### src/core/acp_pkg.sv
/*
 * Shared constants and types for the average-current pulse monitor.
 * Assumes a 125 MHz pclk, APB register access and a 0.1 s timebase.
 */
// How it works
// - Repeat 20 s cycles during constant speed.
// - One second high start bit; average current.
// - Averaging window 0.1 to 1 s, default 1 s.
// - Settle mask 0 to 20 s, default zero.
// - Reference current 0 to 500 A sets 100 percent.
// - Low pulse equals average over reference times 5 s.
// - Low pulse clamped 0.5 s to 9 s.
// - High pulse encodes hours counter, 40000 h per 5 s.
// - High pulse clamped 2 s to 9 s.
// - No masking or sampling while accelerating/decelerating.
// - Ramp during start bit: 3.5 s high, 16.5 s low.
// - Completed start bit always finishes its cycle.
// - Zero current at cycle end halts until next constant speed.
// - Data-free 20 s low cycle on ramp or restart.
// - Output via selector A or B, code 93 or 193.
// - Monitor settings writable at any time.
// - Hours counter in 100 h units, saturating at 9998.

package acp_pkg;

    ////////////////////////////////////////////////////////////////////////////
    // Timebase.
    localparam int CLK_FREQ_KHZ = 125000;
    localparam int TICK_TIME_MS = 100;
    localparam int TICK_CYCLES = TICK_TIME_MS * CLK_FREQ_KHZ;

    // Durations in milliseconds and the matching tick counts.
    localparam int CYCLE_TIME_MS = 20000;
    localparam int START_TIME_MS = 1000;
    localparam int INVALID_HIGH_MS = 3500;
    localparam int LOW_MIN_MS = 500;
    localparam int LOW_MAX_MS = 9000;
    localparam int HIGH_MIN_MS = 2000;
    localparam int HIGH_MAX_MS = 9000;
    localparam int FULL_SCALE_MS = 5000;
    localparam logic [7:0] CYCLE_TICKS = 8'(CYCLE_TIME_MS / TICK_TIME_MS);
    localparam logic [7:0] START_TICKS = 8'(START_TIME_MS / TICK_TIME_MS);
    localparam logic [7:0] INVALID_HIGH_TICKS = 8'(INVALID_HIGH_MS / TICK_TIME_MS);
    localparam logic [7:0] LOW_MIN_TICKS = 8'(LOW_MIN_MS / TICK_TIME_MS);
    localparam logic [7:0] LOW_MAX_TICKS = 8'(LOW_MAX_MS / TICK_TIME_MS);
    localparam logic [7:0] HIGH_MIN_TICKS = 8'(HIGH_MIN_MS / TICK_TIME_MS);
    localparam logic [7:0] HIGH_MAX_TICKS = 8'(HIGH_MAX_MS / TICK_TIME_MS);
    localparam logic [5:0] FULL_SCALE_TICKS = 6'(FULL_SCALE_MS / TICK_TIME_MS);

    // Hours counter: 100 h units, 40000 h is full scale, so ticks = count / 8.
    localparam logic [13:0] HOURS_SAT = 14'd9998;
    localparam int HOURS_SHIFT = 3;

    // Settings: window and mask in 0.1 s ticks, current in 0.1 A.
    localparam logic [15:0] AVG_WIN_MIN = 16'h0001;
    localparam logic [15:0] AVG_WIN_MAX = 16'h000a;
    localparam logic [15:0] AVG_WIN_RESET = 16'h000a;
    localparam logic [15:0] MASK_MAX = 16'h00c8;
    localparam logic [15:0] MASK_RESET = 16'h0000;
    localparam logic [15:0] REF_MAX = 16'h1388;
    localparam logic [15:0] RATED_CURRENT_RESET = 16'h0032;
    localparam logic [7:0] SEL_RESET = 8'h00;
    localparam logic [7:0] SEL_POSITIVE = 8'h5d;
    localparam logic [7:0] SEL_NEGATIVE = 8'hc1;
    localparam logic [15:0] RESTART_OFF = 16'h270f;

    ////////////////////////////////////////////////////////////////////////////
    // Register byte offsets.
    localparam logic [7:0] OFF_AVG_WIN = 8'h00;
    localparam logic [7:0] OFF_MASK = 8'h04;
    localparam logic [7:0] OFF_REF = 8'h08;
    localparam logic [7:0] OFF_SEL_A = 8'h0c;
    localparam logic [7:0] OFF_SEL_B = 8'h10;
    localparam logic [7:0] OFF_STATUS = 8'h14;

    ////////////////////////////////////////////////////////////////////////////
    typedef enum logic [3:0] {
        ACP_IDLE, ACP_MASK, ACP_START, ACP_LOWP, ACP_HIGHP, ACP_TAIL,
        ACP_INVH, ACP_INVL, ACP_EMPTY
    } acp_state_e;

    // Drive status from the motor control logic, same clock.
    typedef struct packed {
        logic const_speed;
        logic accel_decel;
        logic restart_active;
    } acp_drive_s;

endpackage

### src/core/acp_tick.sv
/*
 * Timebase divider: one-cycle enable pulse every TICK_CYCLES clocks.
 * Assumes a free-running pclk.
 */
`timescale 1ns/1ps
`default_nettype none

module acp_tick #(
    parameter int TICK_CYCLES = 12500000
) (
    // Clock and reset
    input wire logic pclk,
    input wire logic presetn,
    // Tick
    output logic tick
);

    logic [31:0] count_r;

    always_ff @(posedge pclk or negedge presetn) begin
        if (!presetn) begin
            count_r <= 32'h0000_0000;
            tick <= 1'b0;
        end else if (count_r >= 32'(TICK_CYCLES - 1)) begin
            count_r <= 32'h0000_0000;
            tick <= 1'b1;
        end else begin
            count_r <= count_r + 32'h0000_0001;
            tick <= 1'b0;
        end
    end

endmodule

`default_nettype wire

### src/core/acp_monitor.sv
/*
 * Average-current pulse monitor: a 20 s pulse-coded frame with a start
 * bit, a current-coded low pulse and an hours-coded high pulse.
 * Assumes drive status, current and hours come from same-clock logic.
 */
`timescale 1ns/1ps
`default_nettype none

module acp_monitor
    import acp_pkg::*;
#(
    parameter int TICK_LEN = TICK_CYCLES
) (
    // Clock and reset
    input wire logic pclk,
    input wire logic presetn,
    // APB slave
    input wire logic psel,
    input wire logic penable,
    input wire logic pwrite,
    input wire logic [7:0] paddr,
    input wire logic [31:0] pwdata,
    output logic [31:0] prdata,
    output logic pready,
    output logic pslverr,
    // Drive inputs
    input wire acp_drive_s drive,
    input wire logic [15:0] output_current,
    input wire logic [13:0] energized_hours_counter,
    input wire logic [15:0] restart_coast_time_setting,
    // Monitor outputs
    output logic avg_current_pulse_out,
    output logic term_a,
    output logic term_b
);

    ////////////////////////////////////////////////////////////////////////////
    // Registers and internal state.
    logic tick;
    logic [15:0] averaging_window_setting_r;
    logic [15:0] settle_mask_setting_r;
    logic [15:0] reference_current_setting_r;
    logic [7:0] output_selector_a_r;
    logic [7:0] output_selector_b_r;
    acp_state_e state_r, state_nxt;
    logic [7:0] cyc_r, cyc_nxt;
    logic [15:0] mask_cnt_r;
    logic halted_r;
    logic const_prev_r;
    logic [19:0] sum_r;
    logic [3:0] nsamp_r;
    logic [25:0] div_num_r;
    logic [20:0] div_rem_r;
    logic [19:0] div_den_r;
    logic [4:0] div_cnt_r;
    logic div_busy_r;
    logic [7:0] low_ticks_r;
    logic [7:0] high_ticks_r;
    logic start_enter;
    logic start_done;
    logic restart_on;
    logic pulse_level;
    logic [13:0] hours_sat;
    logic [10:0] hours_ticks;
    logic [20:0] rem_shift;

    acp_tick #(
        .TICK_CYCLES(TICK_LEN)
    ) u_tick (
        .pclk(pclk),
        .presetn(presetn),
        .tick(tick)
    );

    assign restart_on = drive.restart_active && (restart_coast_time_setting != RESTART_OFF);

    ////////////////////////////////////////////////////////////////////////////
    // Register writes take effect in the access phase; no write lock exists.
    logic wr_en;
    assign wr_en = psel && penable && pready && pwrite;

    always_ff @(posedge pclk or negedge presetn) begin
        if (!presetn) begin
            averaging_window_setting_r <= AVG_WIN_RESET;
            settle_mask_setting_r <= MASK_RESET;
            reference_current_setting_r <= RATED_CURRENT_RESET;
            output_selector_a_r <= SEL_RESET;
            output_selector_b_r <= SEL_RESET;
        end else if (wr_en) begin
            unique case (paddr)
                OFF_AVG_WIN: begin
                    if (pwdata[15:0] < AVG_WIN_MIN) begin
                        averaging_window_setting_r <= AVG_WIN_MIN;
                    end else if (pwdata[15:0] > AVG_WIN_MAX) begin
                        averaging_window_setting_r <= AVG_WIN_MAX;
                    end else begin
                        averaging_window_setting_r <= pwdata[15:0];
                    end
                end
                OFF_MASK: begin
                    settle_mask_setting_r <= (pwdata[15:0] > MASK_MAX) ? MASK_MAX : pwdata[15:0];
                end
                OFF_REF: begin
                    reference_current_setting_r <= (pwdata[15:0] > REF_MAX) ? REF_MAX
                        : pwdata[15:0];
                end
                OFF_SEL_A: output_selector_a_r <= pwdata[7:0];
                OFF_SEL_B: output_selector_b_r <= pwdata[7:0];
                default: begin
                end
            endcase
        end
    end

    // Read data is captured in the setup phase so the access phase can answer at once.
    always_ff @(posedge pclk or negedge presetn) begin
        if (!presetn) begin
            prdata <= 32'h0000_0000;
            pready <= 1'b0;
            pslverr <= 1'b0;
        end else begin
            pready <= psel && !penable;
            pslverr <= 1'b0;
            prdata <= 32'h0000_0000;
            if (psel && !penable) begin
                unique case (paddr)
                    OFF_AVG_WIN: prdata <= {16'h0000, averaging_window_setting_r};
                    OFF_MASK: prdata <= {16'h0000, settle_mask_setting_r};
                    OFF_REF: prdata <= {16'h0000, reference_current_setting_r};
                    OFF_SEL_A: prdata <= {24'h00_0000, output_selector_a_r};
                    OFF_SEL_B: prdata <= {24'h00_0000, output_selector_b_r};
                    OFF_STATUS: prdata <= {3'b000, halted_r, state_r, high_ticks_r, low_ticks_r, cyc_r};
                    default: pslverr <= 1'b1;
                endcase
            end
        end
    end

    ////////////////////////////////////////////////////////////////////////////
    // Frame sequencer. Phase boundaries are counted in 0.1 s ticks from cycle start.
    assign start_done = (state_r == ACP_START) && tick && (cyc_r + 8'h01 >= START_TICKS);

    always_comb begin
        state_nxt = state_r;
        cyc_nxt = cyc_r;
        start_enter = 1'b0;
        unique case (state_r)
            ACP_IDLE: begin
                if (drive.const_speed && !drive.accel_decel && !halted_r) begin
                    state_nxt = ACP_MASK;
                end
            end
            ACP_MASK: begin
                if (!drive.const_speed || drive.accel_decel) begin
                    state_nxt = ACP_IDLE;
                end else if (mask_cnt_r >= settle_mask_setting_r) begin
                    cyc_nxt = 8'h00;
                    if (restart_on) begin
                        state_nxt = ACP_EMPTY;
                    end else begin
                        state_nxt = ACP_START;
                        start_enter = 1'b1;
                    end
                end
            end
            ACP_START: begin
                if (drive.accel_decel) begin
                    state_nxt = ACP_INVH;
                end else if (tick) begin
                    cyc_nxt = cyc_r + 8'h01;
                    if (start_done) begin
                        state_nxt = ACP_LOWP;
                    end
                end
            end
            default: begin
                if (tick) begin
                    cyc_nxt = cyc_r + 8'h01;
                    if (state_r == ACP_LOWP && cyc_nxt >= START_TICKS + low_ticks_r) begin
                        state_nxt = ACP_HIGHP;
                    end else if (state_r == ACP_HIGHP
                            && cyc_nxt >= START_TICKS + low_ticks_r + high_ticks_r) begin
                        state_nxt = ACP_TAIL;
                    end else if (state_r == ACP_INVH && cyc_nxt >= INVALID_HIGH_TICKS) begin
                        state_nxt = ACP_INVL;
                    end else if (cyc_nxt >= CYCLE_TICKS) begin
                        cyc_nxt = 8'h00;
                        if (output_current == 16'h0000) begin
                            state_nxt = ACP_IDLE;
                        end else if (drive.accel_decel || restart_on) begin
                            state_nxt = ACP_EMPTY;
                        end else if (drive.const_speed) begin
                            state_nxt = ACP_START;
                            start_enter = 1'b1;
                        end else begin
                            state_nxt = ACP_IDLE;
                        end
                    end
                end
            end
        endcase
    end

    always_ff @(posedge pclk or negedge presetn) begin
        if (!presetn) begin
            state_r <= ACP_IDLE;
            cyc_r <= 8'h00;
        end else begin
            state_r <= state_nxt;
            cyc_r <= cyc_nxt;
        end
    end

    // Settling mask counts only at steady constant speed.
    always_ff @(posedge pclk or negedge presetn) begin
        if (!presetn) begin
            mask_cnt_r <= 16'h0000;
        end else if (state_r != ACP_MASK || drive.accel_decel) begin
            mask_cnt_r <= 16'h0000;
        end else if (tick) begin
            mask_cnt_r <= mask_cnt_r + 16'h0001;
        end
    end

    // Halt after a zero-current cycle end, released on the next entry to constant speed.
    // A halt and a release in the same cycle leave the block halted.
    always_ff @(posedge pclk or negedge presetn) begin
        if (!presetn) begin
            halted_r <= 1'b0;
            const_prev_r <= 1'b0;
        end else begin
            const_prev_r <= drive.const_speed;
            if (state_r != ACP_IDLE && state_r != ACP_MASK && state_nxt == ACP_IDLE
                    && cyc_nxt == 8'h00 && output_current == 16'h0000) begin
                halted_r <= 1'b1;
            end else if (drive.const_speed && !const_prev_r) begin
                halted_r <= 1'b0;
            end
        end
    end

    ////////////////////////////////////////////////////////////////////////////
    // Current samples, one per tick over the first window ticks of the start bit.
    always_ff @(posedge pclk or negedge presetn) begin
        if (!presetn) begin
            sum_r <= 20'h0_0000;
            nsamp_r <= 4'h0;
        end else if (start_enter) begin
            sum_r <= 20'h0_0000;
            nsamp_r <= 4'h0;
        end else if (state_r == ACP_START && tick && !drive.accel_decel
                && {8'h00, cyc_r} < averaging_window_setting_r) begin
            sum_r <= sum_r + {4'h0, output_current};
            nsamp_r <= nsamp_r + 4'h1;
        end
    end

    // Restoring divider: (sum * 50) / (samples * reference). A zero divisor saturates.
    assign rem_shift = {div_rem_r[19:0], div_num_r[25]};

    always_ff @(posedge pclk or negedge presetn) begin
        if (!presetn) begin
            div_num_r <= 26'h000_0000;
            div_rem_r <= 21'h00_0000;
            div_den_r <= 20'h0_0000;
            div_cnt_r <= 5'h00;
            div_busy_r <= 1'b0;
        end else if (start_done && !drive.accel_decel) begin
            div_num_r <= 26'(sum_r * FULL_SCALE_TICKS);
            div_den_r <= 20'(nsamp_r * reference_current_setting_r);
            div_rem_r <= 21'h00_0000;
            div_cnt_r <= 5'd26;
            div_busy_r <= 1'b1;
        end else if (div_busy_r) begin
            if (rem_shift >= {1'b0, div_den_r}) begin
                div_rem_r <= rem_shift - {1'b0, div_den_r};
                div_num_r <= {div_num_r[24:0], 1'b1};
            end else begin
                div_rem_r <= rem_shift;
                div_num_r <= {div_num_r[24:0], 1'b0};
            end
            div_cnt_r <= div_cnt_r - 5'h01;
            div_busy_r <= (div_cnt_r != 5'h01);
        end
    end

    // Pulse widths; the divider settles in 27 clocks, inside the shortest low pulse
    // only when a tick lasts 6 clocks or more.
    assign hours_sat = (energized_hours_counter > HOURS_SAT) ? HOURS_SAT
        : energized_hours_counter;
    assign hours_ticks = 11'(hours_sat >> HOURS_SHIFT);

    always_ff @(posedge pclk or negedge presetn) begin
        if (!presetn) begin
            low_ticks_r <= LOW_MIN_TICKS;
            high_ticks_r <= HIGH_MIN_TICKS;
        end else begin
            if (state_r == ACP_LOWP && !div_busy_r) begin
                if (div_num_r < {18'h0_0000, LOW_MIN_TICKS}) begin
                    low_ticks_r <= LOW_MIN_TICKS;
                end else if (div_num_r > {18'h0_0000, LOW_MAX_TICKS}) begin
                    low_ticks_r <= LOW_MAX_TICKS;
                end else begin
                    low_ticks_r <= div_num_r[7:0];
                end
            end
            if (start_done) begin
                if (hours_ticks < {3'b000, HIGH_MIN_TICKS}) begin
                    high_ticks_r <= HIGH_MIN_TICKS;
                end else if (hours_ticks > {3'b000, HIGH_MAX_TICKS}) begin
                    high_ticks_r <= HIGH_MAX_TICKS;
                end else begin
                    high_ticks_r <= hours_ticks[7:0];
                end
            end
        end
    end

    ////////////////////////////////////////////////////////////////////////////
    // Output stage. Terminals follow the selector code and its polarity.
    assign pulse_level = (state_nxt == ACP_START) || (state_nxt == ACP_HIGHP)
        || (state_nxt == ACP_INVH);

    always_ff @(posedge pclk or negedge presetn) begin
        if (!presetn) begin
            avg_current_pulse_out <= 1'b0;
            term_a <= 1'b0;
            term_b <= 1'b0;
        end else begin
            avg_current_pulse_out <= pulse_level;
            term_a <= (output_selector_a_r == SEL_POSITIVE) ? pulse_level
                : (output_selector_a_r == SEL_NEGATIVE) ? !pulse_level : 1'b0;
            term_b <= (output_selector_b_r == SEL_POSITIVE) ? pulse_level
                : (output_selector_b_r == SEL_NEGATIVE) ? !pulse_level : 1'b0;
        end
    end

endmodule

`default_nettype wire

### config.mk
export PLATFORM = sky130hd
export DESIGN_NAME = acp_monitor
export DESIGN_NICKNAME = d
export VERILOG_FILES = /design/src/core/acp_pkg.sv /design/src/core/acp_tick.sv /design/src/core/acp_monitor.sv
export SDC_FILE = /design/constraint.sdc
export NUM_CORES = 1
export LEC_CHECK = 0
export ABC_AREA = 1
export BUFFER_PORTS_ARGS = -buffer_cell sky130_fd_sc_hd__buf_2
export CORE_AREA = 2 2 195 197
export DETAILED_ROUTE_END_ITERATION = 6
export DIE_AREA = 0 0 197 199
export PLACE_DENSITY = 0.7
export SETUP_SLACK_MARGIN = 0.1
export SYNTH_ARGS = -nofsm -noshare
export SYNTH_HDL_FRONTEND = slang
export SYNTH_HIERARCHICAL = 1
export SYNTH_SLANG_ARGS = --single-unit
### constraint.sdc
create_clock -name pclk -period 4.3 [get_ports pclk]
set_input_delay 0.86 -clock pclk [delete_from_list [all_inputs] [get_ports pclk]]
set_output_delay 0.86 -clock pclk [all_outputs]
set_load 0.01 [all_outputs]
==> summary.txt, run 1 <==
Cells and area
  • FILL cells: 3,390
  • Final core utilization: 60.3%
  • Non-filler cells, final: 3,204
  • Layout cells sized above 1: 10.5%
  • Multi-input gate area: 11,600 sq um
  • Antenna cells: 0
  • Layout Area Growth over Synthesis: 11.3%
  • NumNets Final: 3,025
  • Sequential cell area: 6840 sq um

Clock network
  • H-Tree Depth: 1
  • Post-CTS setup buffer count: 0
  • Clk slew on worst S/H paths: 0.06 ns
  • Worst-skew pair later-pin latency: 0.60 ns
  • CTS tree: built
  • Clock buffer depth: 3
  • Post-CTS Hold Fix Bufs: 0
  • CTS Buf Count: 31
  • CTS root buf: clkbuf_16
  • Num Clock Sinks: 273

Critical path
  • Worst Path Max Fanout: 15
  • Setup Crit Path Kind: register to register
  • Worst reg2reg startpoint: low_ticks_r[2]$_DFFE_PN1P_
  • Crit path capture type: register
  • CP delay by family, top: simple AND/OR/NAND/NOR gates
  • Worst path max stage delay: 0.56 ns
  • Crit start category: register
  • R2R setup slack: 0.39 ns
  • CP required: 4.78 ns
  • CP Buf/Inv Count: 4
  • Worst EP arrival: 4.39 ns
  • Reg2reg path depth: 25
  • Worst R2R End: sum_r[16]$_DFFE_PN0P_
  • Slowest cell on crit path: dfstp_2
  • Critical Path Source: low_ticks_r[2]$_DFFE_PN1P_
  • Worst path depth: 25

Synthesis
  • Adder-Cell Fraction of Synth Area: 15.8%
  • Post-Syn Area: 20,100 sq um
  • Yosys reg bits: 273
  • Top FF cell, synth: dfrtp_1
  • Asr flop ratio synth: 100%
  • Multiplexer area fraction after synthesis: 0%
  • Largest family of logic cells by synthesized area: simple AND/OR/NAND/NOR gates
  • Warnings from Yosys: 6
  • Synth Area in XOR/XNOR: 3.53%
  • Post-synthesis sequential area ratio: 34.0%
  • Synth cell types: 71
  • Mapped Avg Cell Area: 7.78 sq um
  • Number of flops mapped to enable cells by yosys: 0
  • Post-Syn Instances: 2,586
  • Simple-Gate Fraction of Synth Area: 23.2%
  • Compound-Gate Fraction of Synth Area: 14.7%

Drt
  • Drt first pass iters: 7
  • Final WL: 51.8 mm
  • DRT antenna net count: 0
  • DRC violations left: 0
  • Iter 0 DRT Violations: 1,137
  • Wire per inst: 16.2 microns
  • Via count: 17,800
  • Via/cell ratio: 5.56

STA
  • Setup violations, final: 0
  • Crit share post-route: 90.8%
  • Final Hold Violating Endpoints: 0
  • Slew headroom: 25.1%
  • Fmax achieved: 0.256 GHz
  • Period minus WS final: 3.91 ns
  • Total negative slack: 0 ns
  • Unrepaired setup endpoints after global routing: no
  • Pins over their slew limit: 0
  • Layout Skew: 0.0310 ns
  • Worst hold margin: 0.243 ns
  • Worst-Margin Slew: 1.11 ns

Global routing
  • First-pass GRT wire length: 85.1 mm
  • Gr ovfl total: 0
  • Initial antenna violation count: 0
  • Vias in the first global route: 17,300
  • Largest net degree at the start of global routing: 73
  • Overall routing resource usage: 26.8%

Power and ir drop
  • NetSw: 6720 uW
  • Overall Power: 14,400 uW
  • Lkg Pwr: 0.0115 uW
  • Logic gate share of total power: 56.8%
  • Clk pwr share: 20.7%
  • Worst VDD drop: 0.657 mV
  • Internal power: 7630 uW
  • Sequential Power Share: 22.5%
  • Sw Share: 46.8%
  • Pwr/cell area: 641 nW/um^2

Place
  • Placed cell count: 3,146
  • IO Port Bufs: 111
  • GPL Wtd Cong: 0.925
  • Post-DP HPWL: 39.6 mm

Run
  • Max-Cap Viols: 0

Floorplanning
  • Row count: 71
  • Chip height: 199 microns
  • Core region area: 37,100 sq um
  • Initial Util: 54.2%
  • Top Ports: 131
  • Die X-Extent: 197 microns
  • Die Area: 39,200 sq um

Outcome
  • Status: finished clean

Min path
  • Hold Crit Class: input pin to asynchronous set/reset pin
[synthesized netlist by cell type, types with 4 or more instances]
cell type | instances | area share (%)
o22ai_1 | 21 | 0.65
nand4_1 | 35 | 1.1
a221oi_1 | 12 | 0.52
o21a_1 | 6 | 0.22
nand2_1 | 544 | 10
o31ai_1 | 12 | 0.45
nand2_2 | 21 | 0.65
a21oi_1 | 160 | 4.0
xor2_1 | 42 | 1.8
nor3_1 | 41 | 1.0
dfstp_2 | 9 | 1.2
inv_1 | 376 | 7.0
buf_4 | 5 | 0.19
or2_2 | 5 | 0.16
nor2_4 | 9 | 0.50
a21boi_0 | 5 | 0.19
o211ai_1 | 15 | 0.56
o21ai_0 | 168 | 4.2
a31oi_1 | 18 | 0.56
o21ai_1 | 4 | 0.099
nor4_1 | 12 | 0.37
nor2_1 | 246 | 4.6
and2_1 | 4 | 0.12
nand2_4 | 6 | 0.34
ha_1 | 180 | 11
nand3_1 | 113 | 2.8
fa_1 | 46 | 4.6
o22ai_2 | 9 | 0.56
dfrtp_1 | 264 | 33
inv_2 | 6 | 0.11
o221ai_1 | 13 | 0.57
buf_2 | 21 | 0.52
xnor2_1 | 39 | 1.7
a32oi_1 | 5 | 0.22
buf_6 | 4 | 0.22
nor2_2 | 9 | 0.28
a21o_1 | 7 | 0.26
o21bai_1 | 15 | 0.56
clkbuf_1 | 27 | 0.50
[flip-flops by register name (all words and copies together), names as in the netlist, 16 cells and up]
| signal | cells |
|---|---|
| prdata | 29 |
| averaging_window_setting_r | 16 |
| div_num_r | 26 |
| reference_current_setting_r | 16 |
| sum_r | 20 |
| u_tick/count_r | 32 |
| mask_cnt_r | 16 |
| div_den_r | 20 |
| settle_mask_setting_r | 16 |
| div_rem_r | 20 |
[timing repair]
item                       CTS  global route
resized for setup            0             7
hold endpoints to repair     0             0
setup endpoints to repair    0            24
[area by class of cell]
cell class                      instances  share of cell area, %
Multi-Input combinational cell       1878                   51.7
Sequential cell                       273                   30.5
Inverter                              385                   6.48
Timing Repair Buffer                  136                   3.47
Clock buffer                           41                   3.99
Tap cell                              474                   2.65
Clock inverter                         17                   1.17
[metrics by stage]
| stage | setup WS, ns | cell area (sq um) |
|---|---|---|
| CTS | 0.308 | 22400 |
| detailed placement | 0.360 | 21200 |
| floorplan | 0.592 | 20200 |
| global placement | 0.390 | 21200 |
| finish | 0.393 | 22400 |
| global route | 0.102 | 22400 |
[logic make-up after synthesis]
kind of cell	after synthesis
and+or+nand+nor	1064
AOI/OAI and AO/OA	496
buffers and inverters	444
DFF	273
adders and majority gates	226
xor gates and xnor gates	81
other	2
[cell usage in the layout, fill, tap and decap left out, types with 5 or more instances in the layout]
| cell | synthesis | routed |
|---|---|---|
| conb_1 | 2 | 11 |
| ha_1 | 180 | 179 |
| nand4_1 | 35 | 35 |
| fa_1 | 46 | 46 |
| clkbuf_8 | 0 | 8 |
| dfrtp_1 | 264 | 264 |
| dfstp_2 | 9 | 9 |
| nand2_1 | 544 | 544 |
| a32oi_1 | 5 | 5 |
| nand2_2 | 21 | 21 |
| o21ai_1 | 4 | 6 |
| o21ai_0 | 168 | 166 |
| buf_2 | 21 | 110 |
| nand2_4 | 6 | 5 |
| nor3_1 | 41 | 41 |
| a21o_1 | 7 | 7 |
| o221ai_1 | 13 | 13 |
| o31ai_1 | 12 | 12 |
| o211ai_1 | 15 | 15 |
| nor2_4 | 9 | 9 |
| clkbuf_16 | 0 | 31 |
| nor4_1 | 12 | 12 |
| xnor2_1 | 39 | 39 |
| nor2_1 | 246 | 246 |
| inv_2 | 6 | 6 |
| nand3_1 | 113 | 113 |
| a21oi_1 | 160 | 159 |
| xor2_1 | 42 | 41 |
| o21bai_1 | 15 | 15 |
| o22ai_1 | 21 | 21 |
| o21a_1 | 6 | 6 |
| o22ai_2 | 9 | 9 |
| buf_4 | 5 | 23 |
| bufinv_16 | 0 | 6 |
| or2_2 | 5 | 5 |
| nor2_2 | 9 | 9 |
| a221oi_1 | 12 | 12 |
| a31oi_1 | 18 | 17 |
| a21boi_0 | 5 | 5 |
| inv_1 | 376 | 376 |
[metal layers]
metal  share of wire (%)  global-route usage, %  up-vias
li1                    -                      -     8752
met4                 2.7                   7.07        0
met3                 6.9                   4.58       97
met5                   0                      0        -
met1                  45                   36.9     8417
met2                  46                   44.0      552
[power groups by stage]
stage	Clock (uW)	Sequential, uW	Combinational (uW)
6_report	2970	3230	8150
5_1_grt	3120	3270	9390
4_1_cts	3020	3220	8110
3_5_place_dp	0	3270	8060
3_3_place_gp	0	3250	7920
2_1_floorplan	0	3100	6250
[worst max path at each step]
stage,to,slack [ns]
6_report,sum_r[16]$_DFFE_PN0P_,0.39
5_1_grt,sum_r[16]$_DFFE_PN0P_,0.10
4_1_cts,sum_r[16]$_DFFE_PN0P_,0.31
3_5_place_dp,sum_r[16]$_DFFE_PN0P_,0.36
3_3_place_gp,sum_r[16]$_DFFE_PN0P_,0.39
2_1_floorplan,div_den_r[14]$_DFFE_PN0P_,0.59
Note: power is estimated with default switching activity, not from simulation.
==> run 2, diff against run 1 <==
--- a/config.mk
+++ b/config.mk
@@ -7,9 +7,9 @@
 export LEC_CHECK = 0
 export ABC_AREA = 1
 export BUFFER_PORTS_ARGS = -buffer_cell sky130_fd_sc_hd__buf_2
-export CORE_AREA = 2 2 195 197
+export CORE_AREA = 2 2 139 276
 export DETAILED_ROUTE_END_ITERATION = 6
-export DIE_AREA = 0 0 197 199
+export DIE_AREA = 0 0 141 278
 export PLACE_DENSITY = 0.7
 export SETUP_SLACK_MARGIN = 0.1
 export SYNTH_ARGS = -nofsm -noshare
==> summary.txt, run 2 (synthesis gave the netlist of run 1 again) <==
Critical path
  • Worst path max stage delay: 0.57 ns (was 0.56 ns)
  • Worst reg2reg startpoint: low_ticks_r[2]$_DFFE_PN1P_ (unchanged)
  • Critical Path Source: low_ticks_r[2]$_DFFE_PN1P_ (unchanged)
  • CP endpoint: halted_r$_DFFE_PN0P_ (was sum_r[16]$_DFFE_PN0P_)
  • Crit start category: register (unchanged)
  • Top cell by count, worst path: nand2_1
  • Worst R2R End: halted_r$_DFFE_PN0P_ (was sum_r[16]$_DFFE_PN0P_)
  • Setup Crit Path Kind: register to register (unchanged)
  • Slowest cell on crit path: dfstp_2 (unchanged)
  • R2R setup slack: 0.39 ns (about the same)
  • Crit path capture type: register (unchanged)
  • CP required: 4.80 ns (was 4.78 ns)
  • Reg2reg path depth: 26 (was 25)
  • Worst Path Max Fanout: 8 (was 15)
  • Worst EP arrival: 4.41 ns (was 4.39 ns)

Drt
  • Wire per inst: 17.6 microns (was 16.2 microns)
  • Drt first pass iters: 6 (was 7)
  • DRT antenna net count: 0 (unchanged)
  • Via/cell ratio: 5.66 (was 5.56)
  • Iter 0 DRT Violations: 898 (was 1,137)
  • Via count: 18,000 (was 17,800)
  • Final WL: 56.1 mm (was 51.8 mm)
  • DRC violations left: 0 (unchanged)

Clock network
  • Num Clock Sinks: 273 (unchanged)
  • Post-CTS Hold Fix Bufs: 0 (unchanged)
  • H-Tree Depth: 1 (unchanged)
  • CTS tree: built (unchanged)
  • CTS root buf: clkbuf_16 (unchanged)
  • Clock buffer depth: 3 (unchanged)
  • CTS Buf Count: 27 (was 31)
  • Clk slew on worst S/H paths: 0.06 ns (about the same)
  • Worst-skew pair later-pin latency: 0.58 ns (was 0.60 ns)

Cells and area
  • FILL cells: 3,461 (was 3,390)
  • Most common cell after layout, fill and taps aside: nand2_1 (unchanged)
  • NumNets Final: 3,027 (was 3,025)
  • Largest register by flop count: u_tick/count_r (unchanged)
  • Antenna cells: 0 (unchanged)
  • Layout Area Growth over Synthesis: 10.3% (was 11.3%)
  • Commonest cells after routing, fill and taps aside: nand2_1 (544), inv_1 (376), dfrtp_1 (263), nor2_1 (245), ha_1 (179) (was nand2_1 (544), inv_1 (376), dfrtp_1 (264), nor2_1 (246), ha_1 (179))
  • Max reg flops: 32 (unchanged)
  • Top Registers: u_tick/count_r (32), prdata (29), div_num_r (26) (unchanged)
  • Layout cells sized above 1: 10.4% (was 10.5%)

Floorplanning
  • Initial Util: 54.2% (about the same)
  • Top Ports: 131 (unchanged)
  • Core region area: 37,200 sq um (was 37,100 sq um)
  • Chip height: 278 microns (was 199 microns)
  • Die X-Extent: 141 microns (was 197 microns)
  • Row count: 100 (was 71)
  • Die Area: 39,200 sq um (about the same)

Global routing
  • Overall routing resource usage: 28.9% (was 26.8%)
  • Vias in the first global route: 18,700 (was 17,300)
  • First-pass GRT wire length: 90.6 mm (was 85.1 mm)
  • Initial antenna violation count: 0 (unchanged)
  • Gr ovfl total: 0 (unchanged)
  • Largest net degree at the start of global routing: 115 (was 73)

Power and ir drop
  • Worst VDD drop: 0.599 mV (was 0.657 mV)
  • Overall Power: 14,200 uW (was 14,400 uW)
  • Pwr/cell area: 640 nW/um^2 (was 641 nW/um^2)
  • Lkg Pwr: 0.0114 uW (was 0.0115 uW)

STA
  • Unrepaired setup endpoints after global routing: yes (was no)
  • Fmax achieved: 0.256 GHz (about the same)
  • Setup violations, final: 0 (unchanged)
  • Pins over their slew limit: 0 (unchanged)
  • Slew headroom: 14.5% (was 25.1%)
  • Crit share post-route: 90.9% (was 90.8%)
  • Final worst slack: 0.393 ns (about the same)
  • Period minus WS final: 3.91 ns (about the same)
  • Total negative slack: 0 ns (unchanged)
  • Worst-Margin Slew: 1.27 ns (was 1.11 ns)
  • Layout Skew: 0.0246 ns (was 0.0310 ns)
  • Final Hold Violating Endpoints: 0 (unchanged)

Place
  • Post-Place Worst Slack: 0.232 ns (was 0.360 ns)
  • IO Port Bufs: 111 (unchanged)
  • GPL Wtd Cong: 0.964 (was 0.925)
  • Post-DP HPWL: 44.8 mm (was 39.6 mm)

Min path
  • Hold Crit Class: input pin to asynchronous set/reset pin (unchanged)

Outcome
  • Status: finished clean (unchanged)

Run
  • Max-Cap Viols: 0 (unchanged)
## run 2: cell count changes in the layout (fill, tap and decap cells not counted), moves of 2 or more
cell and change:
clkbuf_8 -7, bufinv_16 -2, clkbuf_1 +5, buf_4 +6, clkinv_4 -2, clkbuf_16 -4
clkinv_2 +3
## run 2: layout make-up
| type | instances | area [sq um] | area share [%] |
|---|---|---|---|
| clock buffers | 35 | 716 | 3.23 |
| clock inverters | 15 | 191 | 0.863 |
| inverters | 385 | 1450 | 6.55 |
| multi-input cells | 1878 | 11600 | 52.2 |
| flip-flops and latches | 273 | 6840 | 30.8 |
| well taps | 459 | 574 | 2.59 |
| repair buffers | 142 | 823 | 3.71 |
## run 2: timing repair
item | in CTS | in global routing
resized for setup | 0 | 10
setup endpoints to repair | 0 | 29
buffers inserted | 0 | 1
endpoints found under the hold margin | 0 | 0
## run 2: worst min path at each step
| stage | start | endpoint | slack [ns] |
|---|---|---|---|
| 2_1_floorplan | mask_cnt_r[15]$_DFFE_PN0P_ | mask_cnt_r[15]$_DFFE_PN0P_ | 0.44 |
| 3_3_place_gp | const_prev_r$_DFF_PN0_ | halted_r$_DFFE_PN0P_ | 0.46 |
| 3_5_place_dp | div_den_r[13]$_DFFE_PN0P_ | div_den_r[13]$_DFFE_PN0P_ | 0.48 |
| 4_1_cts | presetn | sum_r[15]$_DFFE_PN0P_ | 0.40 |
| 5_1_grt | presetn | sum_r[15]$_DFFE_PN0P_ | 0.41 |
| 6_report | presetn | sum_r[15]$_DFFE_PN0P_ | 0.35 |
## run 2: per-stage QoR
| stage | instances | utilization (%) | hold WS (ns) | cell area [sq um] |
|---|---|---|---|---|
| after floorplan | 2595 | - | 0.437 | 20200 |
| after global placement | 3136 | 57.2 | 0.460 | 21200 |
| after detailed placement | 3136 | 57.2 | 0.476 | 21200 |
| after CTS | 3186 | 59.6 | 0.399 | 22100 |
| after global routing | 3187 | 59.7 | 0.410 | 22200 |
| final | 3187 | 59.7 | 0.346 | 22200 |
## run 2: critical path, delay by kind of cell, from the launching register on
| family | cells | cell delay, ns |
|---|---|---|
| xor gates and xnor gates | 2 | 0.43 |
| AOI/OAI and AO/OA | 5 | 0.78 |
| adders and majority gates | 2 | 0.61 |
| and+or+nand+nor | 13 | 1.16 |
| DFF | 1 | 0.57 |
| buffers and inverters | 4 | 0.28 |
## run 2: per-layer routing
metal | share of wire, % | global-route usage [%] | vias to the layer above
met5 | 0 | 0 | -
met4 | 7.8 | 20.0 | 0
met3 | 3.4 | 2.70 | 212
met2 | 55 | 56.5 | 515
met1 | 34 | 27.6 | 8553
li1 | - | - | 8754
## run 2: power breakdown
group / total, uW / leakage [uW] / switching [uW] / internal, uW
registers: 3260 / 0.00343 / 411 / 2850
clock network: 2500 / 0.000442 / 1080 / 1420
logic: 8440 / 0.00754 / 5410 / 3030
